==> src/design/csel_pkg.sv <==
// Package with encodings, reset values and setting codes for the selector
// How it works
// - Start setting 0 communication, 1 terminals
// - Speed setting 0 comm, 1 external, 2 comm-only
// - Network setting 0: option only source
// - Network setting 2: PU connector RS-485 source
// - Network 9999: PU connector, option overrides
// - Local setting 2 PU, 3 USB, 4 panel
// - Local 9999: USB, then unit, then panel
// - Reads always; writes/starts only from source
// - Auto network plus option: reject RS-485 commands
// - Local auto: RS-485 never becomes local source
// - Both PU connector, no option fitted: local wins, no network
// - Setting changes apply only after reset
// - Modbus only in network mode, any network setting
// - Panel mode lamps off unless panel source
// - Option source without option: no network
// - Settings writable if group zero or option
// - Source settings writable while motor stopped
package csel_pkg;

  // ****************************************************************
  // Setting codes
  // ****************************************************************
  localparam logic [13:0] CSEL_SET_0    = 14'h0000; // Code 0
  localparam logic [13:0] CSEL_SET_1    = 14'h0001; // Code 1
  localparam logic [13:0] CSEL_SET_2    = 14'h0002; // Code 2
  localparam logic [13:0] CSEL_SET_3    = 14'h0003; // Code 3
  localparam logic [13:0] CSEL_SET_4    = 14'h0004; // Code 4
  localparam logic [13:0] CSEL_SET_AUTO = 14'h270F; // Code 9999

  // Reset values of the stored settings
  localparam logic [13:0] CSEL_START_RST = 14'h0000;
  localparam logic [13:0] CSEL_SPEED_RST = 14'h0000;
  localparam logic [13:0] CSEL_NET_RST   = 14'h270F;
  localparam logic [13:0] CSEL_LOCAL_RST = 14'h270F;

  // Cycles after reset release before the selection is latched
  localparam logic [1:0]  CSEL_LATCH_CYC = 2'h2;

  // ****************************************************************
  // Interfaces, one-hot bit positions
  // ****************************************************************
  localparam int CSEL_IF_PANEL = 0; // Operation panel
  localparam int CSEL_IF_USB   = 1; // USB connector
  localparam int CSEL_IF_UNIT  = 2; // Parameter unit on PU connector
  localparam int CSEL_IF_RS485 = 3; // RS-485 on PU connector
  localparam int CSEL_IF_OPT   = 4; // Communication option
  localparam int CSEL_IF_N     = 5;

  typedef logic [CSEL_IF_N-1:0] csel_if_t;

  // Operation modes
  typedef enum logic [1:0] {
    CSEL_MODE_EXT,
    CSEL_MODE_LOCAL,
    CSEL_MODE_NET,
    CSEL_MODE_COMB
  } csel_mode_e;

endpackage : csel_pkg

==> src/design/csel_sync.sv <==
// Two flip-flop synchroniser for pin levels
`timescale 1ns/1ps
module csel_sync #(
  parameter int W = 1
) (
  input  wire logic         clock,
  input  wire logic         rstn,
  input  wire logic [W-1:0] din,
  output logic      [W-1:0] dout
);
  logic [W-1:0] meta_reg; // First stage, read only by second stage

  // Two stages
  always_ff @(posedge clock or negedge rstn) begin
    if (!rstn) begin
      meta_reg <= '0;
      dout     <= '0;
    end else begin
      meta_reg <= din;
      dout     <= meta_reg;
    end
  end
endmodule : csel_sync

==> src/design/csel_store.sv <==
// Holds the four source settings and the write gating
`timescale 1ns/1ps
module csel_store
  import csel_pkg::*;
(
  input  wire logic        clock,
  input  wire logic        rstn,
  input  wire logic        wr_en,
  input  wire logic [1:0]  wr_sel,
  input  wire logic [13:0] wr_data,
  input  wire logic        write_ok,
  output logic      [13:0] start_reg,
  output logic      [13:0] speed_reg,
  output logic      [13:0] net_reg,
  output logic      [13:0] local_reg
);
  // Setting store, written when allowed
  always_ff @(posedge clock or negedge rstn) begin
    if (!rstn) begin
      start_reg <= CSEL_START_RST;
      speed_reg <= CSEL_SPEED_RST;
      net_reg   <= CSEL_NET_RST;
      local_reg <= CSEL_LOCAL_RST;
    end else if (wr_en && write_ok) begin
      case (wr_sel)
        2'h0:    start_reg <= wr_data;
        2'h1:    speed_reg <= wr_data;
        2'h2:    net_reg   <= wr_data;
        default: local_reg <= wr_data;
      endcase
    end
  end
endmodule : csel_store

==> src/design/csel_top.sv <==
// Command source selector: latches and applies source settings
`timescale 1ns/1ps
module csel_top
  import csel_pkg::*;
(
  input  wire logic                 clock,
  input  wire logic                 rstn,
  // Setting write port
  input  wire logic                 set_wr,
  input  wire logic [1:0]           set_sel,
  input  wire logic [13:0]          set_data,
  input  wire logic                 user_group_zero,
  input  wire logic                 motor_stopped,
  output logic                      set_wr_ok,
  // Pins from the outside world
  input  wire logic                 option_present,
  input  wire logic                 usb_present,
  input  wire logic                 unit_present,
  // Operation mode and requests
  input  wire csel_pkg::csel_mode_e op_mode,
  input  wire logic                 net_req,
  input  wire logic                 modbus_active,
  input  wire csel_pkg::csel_if_t   wr_req,
  input  wire csel_pkg::csel_if_t   start_req,
  input  wire csel_pkg::csel_if_t   freq_req,
  input  wire csel_pkg::csel_if_t   read_req,
  // Decisions
  output csel_pkg::csel_if_t        wr_grant,
  output csel_pkg::csel_if_t        start_grant,
  output csel_pkg::csel_if_t        freq_grant,
  output csel_pkg::csel_if_t        read_grant,
  output logic                      start_from_terms,
  output logic                      freq_from_terms,
  output logic                      analog_freq_en,
  output logic                      net_switch_ok,
  output logic                      mode_lamps_en,
  output logic                      sel_valid,
  output csel_pkg::csel_if_t        local_src,
  output csel_pkg::csel_if_t        net_src
);
  import csel_pkg::*;

  // ****************************************************************
  // Pin synchronisation
  // ****************************************************************
  logic [2:0] pins_s; // Synced option, usb, unit

  csel_sync #(.W(3)) u_sync (
    .clock (clock),
    .rstn  (rstn),
    .din   ({option_present, usb_present, unit_present}),
    .dout  (pins_s)
  );

  logic opt_s;  // Option fitted
  logic usb_s;  // USB attached
  logic unit_s; // Parameter unit attached
  assign opt_s  = pins_s[2];
  assign usb_s  = pins_s[1];
  assign unit_s = pins_s[0];

  // ****************************************************************
  // Settings store
  // ****************************************************************
  logic [13:0] start_source_setting;   // Start source
  logic [13:0] speed_source_setting;   // Speed source
  logic [13:0] network_source_setting; // Network source
  logic [13:0] local_source_setting;   // Local panel source

  // Writes gated by group read setting or option, and motor stop
  assign set_wr_ok = (user_group_zero || opt_s)
                     && motor_stopped;

  csel_store u_store (
    .clock     (clock),
    .rstn      (rstn),
    .wr_en     (set_wr),
    .wr_sel    (set_sel),
    .wr_data   (set_data),
    .write_ok  (set_wr_ok),
    .start_reg (start_source_setting),
    .speed_reg (speed_source_setting),
    .net_reg   (network_source_setting),
    .local_reg (local_source_setting)
  );

  // ****************************************************************
  // Selection functions
  // ****************************************************************
  // Network mode source from setting and option presence
  function automatic csel_if_t net_pick(input logic [13:0] s,
                                        input logic        opt);
    csel_if_t r;
    r = '0;
    if (s == CSEL_SET_0) begin
      r[CSEL_IF_OPT] = 1'b1;
    end else if (s == CSEL_SET_2) begin
      r[CSEL_IF_RS485] = 1'b1;
    end else if (opt) begin
      r[CSEL_IF_OPT] = 1'b1;
    end else begin
      r[CSEL_IF_RS485] = 1'b1;
    end
    return r;
  endfunction : net_pick

  // Local mode source; RS-485 is never chosen automatically
  function automatic csel_if_t local_pick(input logic [13:0] s,
                                          input logic        usb,
                                          input logic        unit);
    csel_if_t r;
    r = '0;
    case (s)
      CSEL_SET_2: begin
        r[CSEL_IF_UNIT]  = 1'b1;
        r[CSEL_IF_RS485] = 1'b1;
      end
      CSEL_SET_3: r[CSEL_IF_USB]   = 1'b1;
      CSEL_SET_4: r[CSEL_IF_PANEL] = 1'b1;
      default: begin
        if (usb) begin
          r[CSEL_IF_USB] = 1'b1;
        end else if (unit) begin
          r[CSEL_IF_UNIT] = 1'b1;
        end else begin
          r[CSEL_IF_PANEL] = 1'b1;
        end
      end
    endcase
    return r;
  endfunction : local_pick

  // ****************************************************************
  // Latch after reset release
  // ****************************************************************
  logic [1:0] wait_reg; // Lets settings and pins settle
  logic       latched_reg;

  // Count a few cycles after reset release, then latch once
  always_ff @(posedge clock or negedge rstn) begin
    if (!rstn) begin
      wait_reg <= '0;
    end else if (wait_reg != CSEL_LATCH_CYC) begin
      wait_reg <= wait_reg + 2'h1;
    end
  end

  logic     start_ext_reg; // Start from terminals
  logic     freq_ext_reg;  // Speed setting external or comm-only
  logic     analog_reg;    // Analog terminal honoured
  logic     net_ok_reg;    // Network mode allowed
  csel_if_t local_reg;     // Local mode source
  csel_if_t net_reg;       // Network mode source
  // Option presence as seen at the capture edge; later pin changes are
  // ignored, so checks on the network gate must use this copy
  logic     opt_seen_reg;

  // Capture the selection once; held until next reset
  always_ff @(posedge clock or negedge rstn) begin
    if (!rstn) begin
      latched_reg   <= 1'b0;
      start_ext_reg <= 1'b0;
      freq_ext_reg  <= 1'b0;
      analog_reg    <= 1'b0;
      net_ok_reg    <= 1'b0;
      local_reg     <= '0;
      net_reg       <= '0;
      opt_seen_reg  <= 1'b0;
    end else if (!latched_reg && wait_reg == CSEL_LATCH_CYC) begin
      latched_reg   <= 1'b1;
      start_ext_reg <= (start_source_setting == CSEL_SET_1);
      freq_ext_reg  <= (speed_source_setting != CSEL_SET_0);
      analog_reg    <= (speed_source_setting == CSEL_SET_1);
      local_reg     <= local_pick(local_source_setting, usb_s, unit_s);
      net_reg       <= net_pick(network_source_setting, opt_s);
      opt_seen_reg  <= opt_s;
      // Option source needs option; both on PU connector without option blocks net
      net_ok_reg    <=
        !(net_pick(network_source_setting, opt_s) == csel_if_t'(5'h10)
          && !opt_s)
        && !(network_source_setting == CSEL_SET_2
             && local_source_setting == CSEL_SET_2 && !opt_s);
    end
  end

  // ****************************************************************
  // Request gating
  // ****************************************************************
  csel_if_t active; // Source of the current mode
  logic     gate_on;

  // Active source follows the operation mode
  always_comb begin
    active = '0;
    case (op_mode)
      CSEL_MODE_LOCAL: active = local_reg;
      CSEL_MODE_NET:   active = net_ok_reg ? net_reg : '0;
      CSEL_MODE_COMB:  active = local_reg;
      default:         active = '0;
    endcase
  end

  // Modbus only served in network mode, for any network source
  assign gate_on = latched_reg
                   && !(modbus_active && op_mode != CSEL_MODE_NET);

  // Writes, starts and frequency only from the selected source
  assign wr_grant    = gate_on ? (wr_req & active) : '0;
  assign start_grant = (gate_on && !start_ext_reg)
                       ? (start_req & active) : '0;
  assign freq_grant  = (gate_on && !(freq_ext_reg && analog_reg))
                       ? (freq_req & active) : '0;
  assign read_grant  = read_req;

  assign start_from_terms = start_ext_reg;
  assign freq_from_terms  = freq_ext_reg && analog_reg;
  assign analog_freq_en   = !freq_ext_reg || analog_reg;
  assign net_switch_ok    = net_ok_reg && net_req;
  assign mode_lamps_en    = local_reg[CSEL_IF_PANEL]
                            && op_mode != CSEL_MODE_NET;
  assign sel_valid        = latched_reg;
  assign local_src        = local_reg;
  assign net_src          = net_reg;

  // ****************************************************************
  // Checks
  // ****************************************************************
  held_sel_a: assert property (@(posedge clock) disable iff (!rstn)
    $past(latched_reg) |-> $stable(local_reg) && $stable(net_reg))
    else $error("selection changed after latch");

  latch_time_a: assert property (@(posedge clock) disable iff (!rstn)
    $rose(wait_reg == CSEL_LATCH_CYC) |=> latched_reg)
    else $error("selection not latched in time");

  read_pass_a: assert property (@(posedge clock) disable iff (!rstn)
    read_grant == read_req)
    else $error("read refused");

  grant_src_a: assert property (@(posedge clock) disable iff (!rstn)
    (wr_grant & ~active) == '0)
    else $error("write granted to wrong source");

  rs485_rej_a: assert property (@(posedge clock) disable iff (!rstn)
    (net_reg[CSEL_IF_OPT] && op_mode == CSEL_MODE_NET)
    |-> !wr_grant[CSEL_IF_RS485] && !start_grant[CSEL_IF_RS485])
    else $error("RS-485 command taken with option source");

  lamp_off_a: assert property (@(posedge clock) disable iff (!rstn)
    !local_reg[CSEL_IF_PANEL] |-> !mode_lamps_en)
    else $error("lamps lit without panel source");

  opt_net_a: assert property (@(posedge clock) disable iff (!rstn)
    (latched_reg && net_reg[CSEL_IF_OPT] && !opt_seen_reg)
    |-> !net_switch_ok)
    else $error("network allowed without option");

  start_ext_a: assert property (@(posedge clock) disable iff (!rstn)
    start_ext_reg |-> start_grant == '0)
    else $error("comm start while terminals selected");

  modbus_a: assert property (@(posedge clock) disable iff (!rstn)
    (modbus_active && op_mode != CSEL_MODE_NET) |-> wr_grant == '0)
    else $error("Modbus served outside network mode");

  set_gate_a: assert property (@(posedge clock) disable iff (!rstn)
    set_wr_ok |-> motor_stopped)
    else $error("setting write while running");

  // No write, start or frequency is granted until the selection has been captured
  early_grant_a: assert property (@(posedge clock) disable iff (!rstn)
    !latched_reg |-> (wr_grant | start_grant | freq_grant) == '0)
    else $error("grant before selection latched");

  // Network mode always has exactly one source once captured
  net_onehot_a: assert property (@(posedge clock) disable iff (!rstn)
    latched_reg |-> $onehot(net_reg))
    else $error("network source not a single interface");

  // Frequency over RS-485 is refused while the option is the source
  rs485_freq_a: assert property (@(posedge clock) disable iff (!rstn)
    (net_reg[CSEL_IF_OPT] && op_mode == CSEL_MODE_NET)
    |-> !freq_grant[CSEL_IF_RS485])
    else $error("RS-485 frequency taken with option source");

  // RS-485 only rides along with the unit on an explicit setting
  local_rs485_a: assert property (@(posedge clock) disable iff (!rstn)
    local_reg[CSEL_IF_RS485] |-> local_reg[CSEL_IF_UNIT])
    else $error("RS-485 chosen alone as local source");

  // External speed source blocks every communication frequency
  speed_ext_a: assert property (@(posedge clock) disable iff (!rstn)
    (freq_ext_reg && analog_reg) |-> freq_grant == '0)
    else $error("comm frequency while terminals selected");

  // A blocked network mode grants no command at all
  net_block_a: assert property (@(posedge clock) disable iff (!rstn)
    (latched_reg && !net_ok_reg && op_mode == CSEL_MODE_NET)
    |-> (wr_grant | start_grant | freq_grant) == '0)
    else $error("command taken with network mode blocked");

  // Setting writes need the group setting at zero or an option
  group_gate_a: assert property (@(posedge clock) disable iff (!rstn)
    set_wr_ok |-> (user_group_zero || opt_s))
    else $error("setting write without group or option");

endmodule : csel_top

==> config.mk <==
export PLATFORM = sky130hd
export DESIGN_NAME = csel_top
export DESIGN_NICKNAME = d
export VERILOG_FILES = /design/src/design/csel_pkg.sv /design/src/design/csel_sync.sv /design/src/design/csel_store.sv /design/src/design/csel_top.sv
export SDC_FILE = /design/constraint.sdc
export NUM_CORES = 1
export LEC_CHECK = 0
export BUFFER_PORTS_ARGS = -buffer_cell sky130_fd_sc_hd__clkbuf_2
export CAP_MARGIN = 20
export CORE_MARGIN = 1.5
export CORE_UTILIZATION = 37
export DETAILED_ROUTE_END_ITERATION = 10
export PLACE_DENSITY = 0.56
export SLEW_MARGIN = 20
export SYNTH_ARGS = -nofsm -noshare
export SYNTH_HDL_FRONTEND = slang
export SYNTH_SLANG_ARGS = --single-unit
==> constraint.sdc <==
create_clock -name clock -period 3.17 [get_ports clock]
set_clock_uncertainty 0.2 [all_clocks]
set_input_delay 0.4755 -clock clock [delete_from_list [all_inputs] [get_ports clock]]
set_output_delay 0.4755 -clock clock [all_outputs]
set_load 0.02 [all_outputs]
; ---- Yosys cells after proc, flatten, opt, wreduce, memory -nomap -nowiden
; Index checks and enable logic that the tools add are counted.
[classes]
n_addsub = 1
n_eq_ne = 15
mux = 22
n_bitwise = 4
n_reduce_logical = 36
[ops]
columns = operator, count
row1 = 14-bit by 2-bit equality test with 1-bit output (second input constant), 3
row2 = 14-bit by 1-bit equality test with 1-bit output (second input constant), 2
row3 = 5-bit two-way mux, 4
row4 = 5-bit bitwise AND, 3
row5 = 14-bit by 3-bit equality test with 1-bit output (second input constant), 1
row6 = 1-bit logical AND, 14
row7 = 14-bit logical NOT, 1
row8 = 1-bit two-way mux, 14
row9 = 14-bit nonzero test, 1
row10 = 2-bit equality test (second input constant), 5
row11 = 5-bit case mux with 2 select lines, 1
row12 = 1-bit logical NOT, 8
row13 = 2-bit AND reduction, 4
row14 = 2-bit OR reduction, 4
row15 = 1-bit case mux with 2 select lines, 3
row16 = 2-bit by 1-bit equality test with 1-bit output (second input constant), 2
row17 = 2-bit inequality test (second input constant), 2
row18 = 3-bit OR reduction, 1
row19 = 2-bit by 1-bit adder with 2-bit output (second input constant), 1
row20 = 2-bit logical NOT, 1
row21 = 1-bit logical OR, 2
row22 = 1-bit NOT, 1
[word_totals]
register_bits = 75
inputBits = 48
out_inout_bits = 37

; ---- Depth between registers and ports, before layout
[depth]
word_depth = 8
mapped_depth = 7
depth_no_buf = 6

; ---- Cells and area by module
; Synthesis repeated with hierarchy kept, for this count alone.
[hier_totals]
cells_unflattened = 246
hier_area_um2 = 3298.2
[by_module_without_submodules]
columns = mod, n_inst, cells_each, area_each_um2, seq_area_each_um2
row1 = csel_store, 1, 121, 2124.5, 1421.4
row2 = csel_top, 1, 119, 1023.5, 325.3
row3 = csel_sync, 1, 6, 150.1, 150.1

; ---- Worst setup path before layout
; OpenSTA, ideal clock, no wires.
[synth_path]
kind = input port to output port
start = input op_mode[1]
end = output freq_grant[4]
arrival_time_ns = 1.294
slack_ns = 1.200
path_stages = 4
n_path_buf = 0
path_cell_list = nor2b_1 o21ai_0 nor2_1 and3_1
[synth_between]
elab_chain_cells = 6
word_cells_on_any_way = 12
cone_classes = eq/ne: 4 / mux: 2 / bitwise: 1 / reduce/logical: 5
[synth_rtl]
columns = item, line_no
row1 = from (decl), csel_top.sv:20  ; input wire csel_pkg::csel_mode_e op_mode,
row2 = branches (longest 5 deep; another with 5-bit case mux with 2 select lines), --
row3 = 5-bit two-way mux (*), csel_top.sv:212  ; ? (freq_req & active) : '0;
row4 = to (decl), csel_top.sv:30  ; output csel_pkg::csel_if_t freq_grant,
; Every way passes the cells marked *.

; ---- Worst setup path in the final report
[layout_path]
start = input op_mode[0]
end = output start_grant[4]
[layout_between]
elab_chain_cells = 6
word_cells_on_any_way = 12
cone_classes = eq/ne: 4 / mux: 2 / bitwise: 1 / reduce/logical: 5
[layout_rtl]
columns = item, line_no
row1 = branches (longest 5 deep; another with 5-bit case mux with 2 select lines), --
row2 = 5-bit two-way mux (*), csel_top.sv:210  ; ? (start_req & active) : '0;
row3 = to (decl), csel_top.sv:29  ; output csel_pkg::csel_if_t start_grant,
; Marked as above.

==> load_flow_metrics.sql <==
INSERT INTO impl_metrics (metric_group, metric, value, unit) VALUES
('status', 'run_status', 'completed', ''),
('worst_setup_path', 'critical_path.slowest_cell', 'nor2_1', ''),
('timing', 'max-slew-margin-rel', '47.9', '%'),
('layout', 'final_util', '45.5', '%'),
('drt', 'drt_iter0_drc', '36', ''),
('clock_network', 'cts_tree', 'built', ''),
('drt', 'routed_wl', '6520', 'microns'),
('hold_path', 'startpoint_of_the_tightest_hold_check_path', 'usb_present', ''),
('floorplanning', 'chipHeight', '97.1', 'microns'),
('layout', 'commonest_cells_after_routing_fill_and_taps_aside', '69 x clkbuf_2, 59 x dfrtp_1, 56 x mux2_2', ''),
('floorplanning', 'fp-row-count', '34', ''),
('place', 'detailed_placement_hpwl', '4920', 'microns'),
('global_route', 'global_route.overflow_total', '0', ''),
('global_route', 'globalRouteTotalUtil', '14.8', '%'),
('clock_network', 'hold_buffers', '1', ''),
('worst_setup_path', 'worst_r2r_path_depth', '4', ''),
('worst_setup_path', 'cp.required', '2490', 'ps'),
('worst_setup_path', 'path_max_fanout', '5', ''),
('power', 'share_seq_of_total_power', '51.9', '%'),
('worst_setup_path', 'critical_path.most_common_cell', 'clkbuf_2', ''),
('worst_setup_path', 'crit_path_end_kind', 'output pin', ''),
('worst_setup_path', 'critical_path.max_stage_delay', '310', 'ps'),
('global_route', 'grt_antenna_before_repair', '0', ''),
('hold_path', 'hold_depth', '1', ''),
('layout', 'layout_commonest_cell', 'clkbuf_2', ''),
('yosys', 'avgSynthCellArea', '13.4', 'sq um'),
('clock_network', 'cts.repair.resized', '0', ''),
('yosys', 'post_synth_edffs', '0', ''),
('worst_setup_path', 'cp_num_buf_inv', '2', ''),
('power', 'netSwitchingPower', '0.000600', 'W'),
('floorplanning', 'dieWidth', '97.1', 'microns'),
('yosys', 'netlist-cell-type-count', '41', ''),
('worst_setup_path', 'worst_r2r_endpoint', 'u_store.speed_reg[7]', ''),
('yosys', 'synth_sequential_area_ratio', '57.9', '%'),
('worst_setup_path', 'reg2reg_setup_slack', '1090', 'ps'),
('hold_path', 'worstHoldEndpoint', 'u_sync.meta_reg[1]', ''),
('hold_path', 'worst_hold_path_type', 'input port to flop', ''),
('place', 'finalWeightedCongestion', '0.747', ''),
('worst_setup_path', 'path_cells', 'clkbuf_2, nor2b_1, o21ai_0, nor2_1, and3_1, clkbuf_2', ''),
('clock_network', 'clock_tree.buffer_depth', '2', ''),
('worst_setup_path', 'worst_r2r_src', 'u_sync.dout[2]', ''),
('power', 'leakage', '1.83', 'nW'),
('drt', 'drtAntennaViolNets', '0', ''),
('floorplanning', 'design.portCount', '85', ''),
('place', 'dp_slack', '783', 'ps'),
('timing', 'final_critical_path_setup_slack', '759', 'ps'),
('clock_network', 'cts.repair_timing.setup_buffer_count', '0', ''),
('power', 'p_sw_share', '24.3', '%'),
('worst_setup_path', 'cp_top_family', 'simple AND/OR/NAND/NOR gates', ''),
('layout', 'post_route_cells_drive_above_1_share', '51.9', '%'),
('global_route', 'pin_count_of_the_biggest_net_entering_global_routing', '52', ''),
('timing', 'fmax', '0.415', 'GHz'),
('layout', 'final-instance-count-excl-fill', '430', ''),
('drt', 'viasPerCell', '4.97', ''),
('worst_setup_path', 'start_kind', 'input port', ''),
('timing', 'final_min_period_over_clock_period', '76.1', '%'),
('clock_network', 'cts_inserted_buffers', '9', ''),
('power', 'power_frac_comb', '14.9', '%'),
('yosys', 'ys_seq_elements', '75', ''),
('drt', 'detailedRoute.firstPassIterationCount', '4', ''),
('timing', 'timing_max_transition_violations_final', '0', ''),
('timing', 'grt_setup_unrepaired', 'no', ''),
('drt', 'routed-via-count', '2136', ''),
('floorplanning', 'dieArea', '0.00942', 'sq mm'),
('yosys', 'async_reset_ff_share', '100', '%'),
('layout', 'nNetsFinal', '366', ''),
('floorplanning', 'core_ar', '0.00864', 'sq mm'),
('clock_network', 'clock_sink_count', '75', ''),
('place', 'dp.cells', '413', ''),
('timing', 'final-hold-violation-count', '0', ''),
('layout', 'number_of_diodes_added_for_antenna_fixing', '0', '');
-- synthesized netlist by cell type, types with 2 or more instances --
cell,count,area [sq um]
dfrtp_1,59,1480
mux2_2,56,631
and3_1,16,100
dfstp_2,16,420
buf_4,11,82.6
nand2_1,8,30.0
nor4_1,8,50.1
nor2_1,7,26.3
and2_1,6,37.5
inv_1,6,22.5
nand2b_1,5,31.3
nor3_1,5,25.0
nand4_1,4,25.0
o21ai_0,4,20.0
nor2b_1,3,18.8
buf_6,2,22.5
nor3b_4,2,37.5
o211ai_1,2,15.0
o21a_1,2,15.0
-- layout make-up --
type                            instances  area, sq um  area share, %
Inverter                                6         22.5          0.573
Tap cell                              108          135           3.44
Clock inverter                          4         72.6           1.85
Clock buffer                           12          155           3.95
Timing Repair Buffer                   74          395           10.1
Multi-Input combinational cell        151         1250           31.9
Sequential cell                        75         1900           48.3
-- metrics by stage --
stage | area (sq um) | total power (W)
floorplan | 3290 | 0.00154
global placement | 3690 | 0.00166
detailed placement | 3690 | 0.00167
CTS | 3930 | 0.00251
global route | 3930 | 0.00261
finish | 3930 | 0.00247
-- worst reg2reg max path, delay by kind of cell (launching register included) --
kind,cells,cell delay (ps)
muxes,1,410
and+or+nand+nor,2,760
DFF,1,420
AOI/OAI and AO/OA,1,180
-- how the worst max path moves through the flow --
stage                          start              to  slack (ps)  depth (start not counted)
after global routing      op_mode[0]   freq_grant[1]         650                          6
final                     op_mode[0]  start_grant[4]         760                          6
after detailed placement  op_mode[0]  start_grant[0]         780                          6
after floorplan           op_mode[1]   freq_grant[4]        1200                          4
after global placement    op_mode[0]  start_grant[0]         840                          6
after CTS                 op_mode[0]  start_grant[0]         770                          6
-- power groups by stage --
stage / registers [W] / clock network [W] / logic [W]
after floorplan: 0.00128 / 0 / 0.000267
after global placement: 0.00129 / 0 / 0.000366
after detailed placement: 0.00130 / 0 / 0.000374
after CTS: 0.00128 / 0.000852 / 0.000376
after global routing: 0.00131 / 0.000889 / 0.000409
final: 0.00128 / 0.000821 / 0.000368
-- cell families after synthesis --
family,synth area share [%]
muxes,19.6
and+or+nand+nor,13.5
AOI/OAI and AO/OA,4.05
xor gates and xnor gates,0.268
buffers and inverters,4.16
adders and majority gates,0.382
DFF,57.9
other,0.115
-- metal layers --
| layer | global-route usage, % | routed length [microns] | share of wire [%] |
|---|---|---|---|
| met5 | 0 | 0 | 0 |
| met1 | 19.2 | 2980 | 46 |
| met4 | 6.02 | 114 | 1.7 |
| met2 | 24.1 | 3060 | 47 |
| met3 | 3.17 | 371 | 5.7 |
No activity file was read; power rests on OpenSTA's default activity.
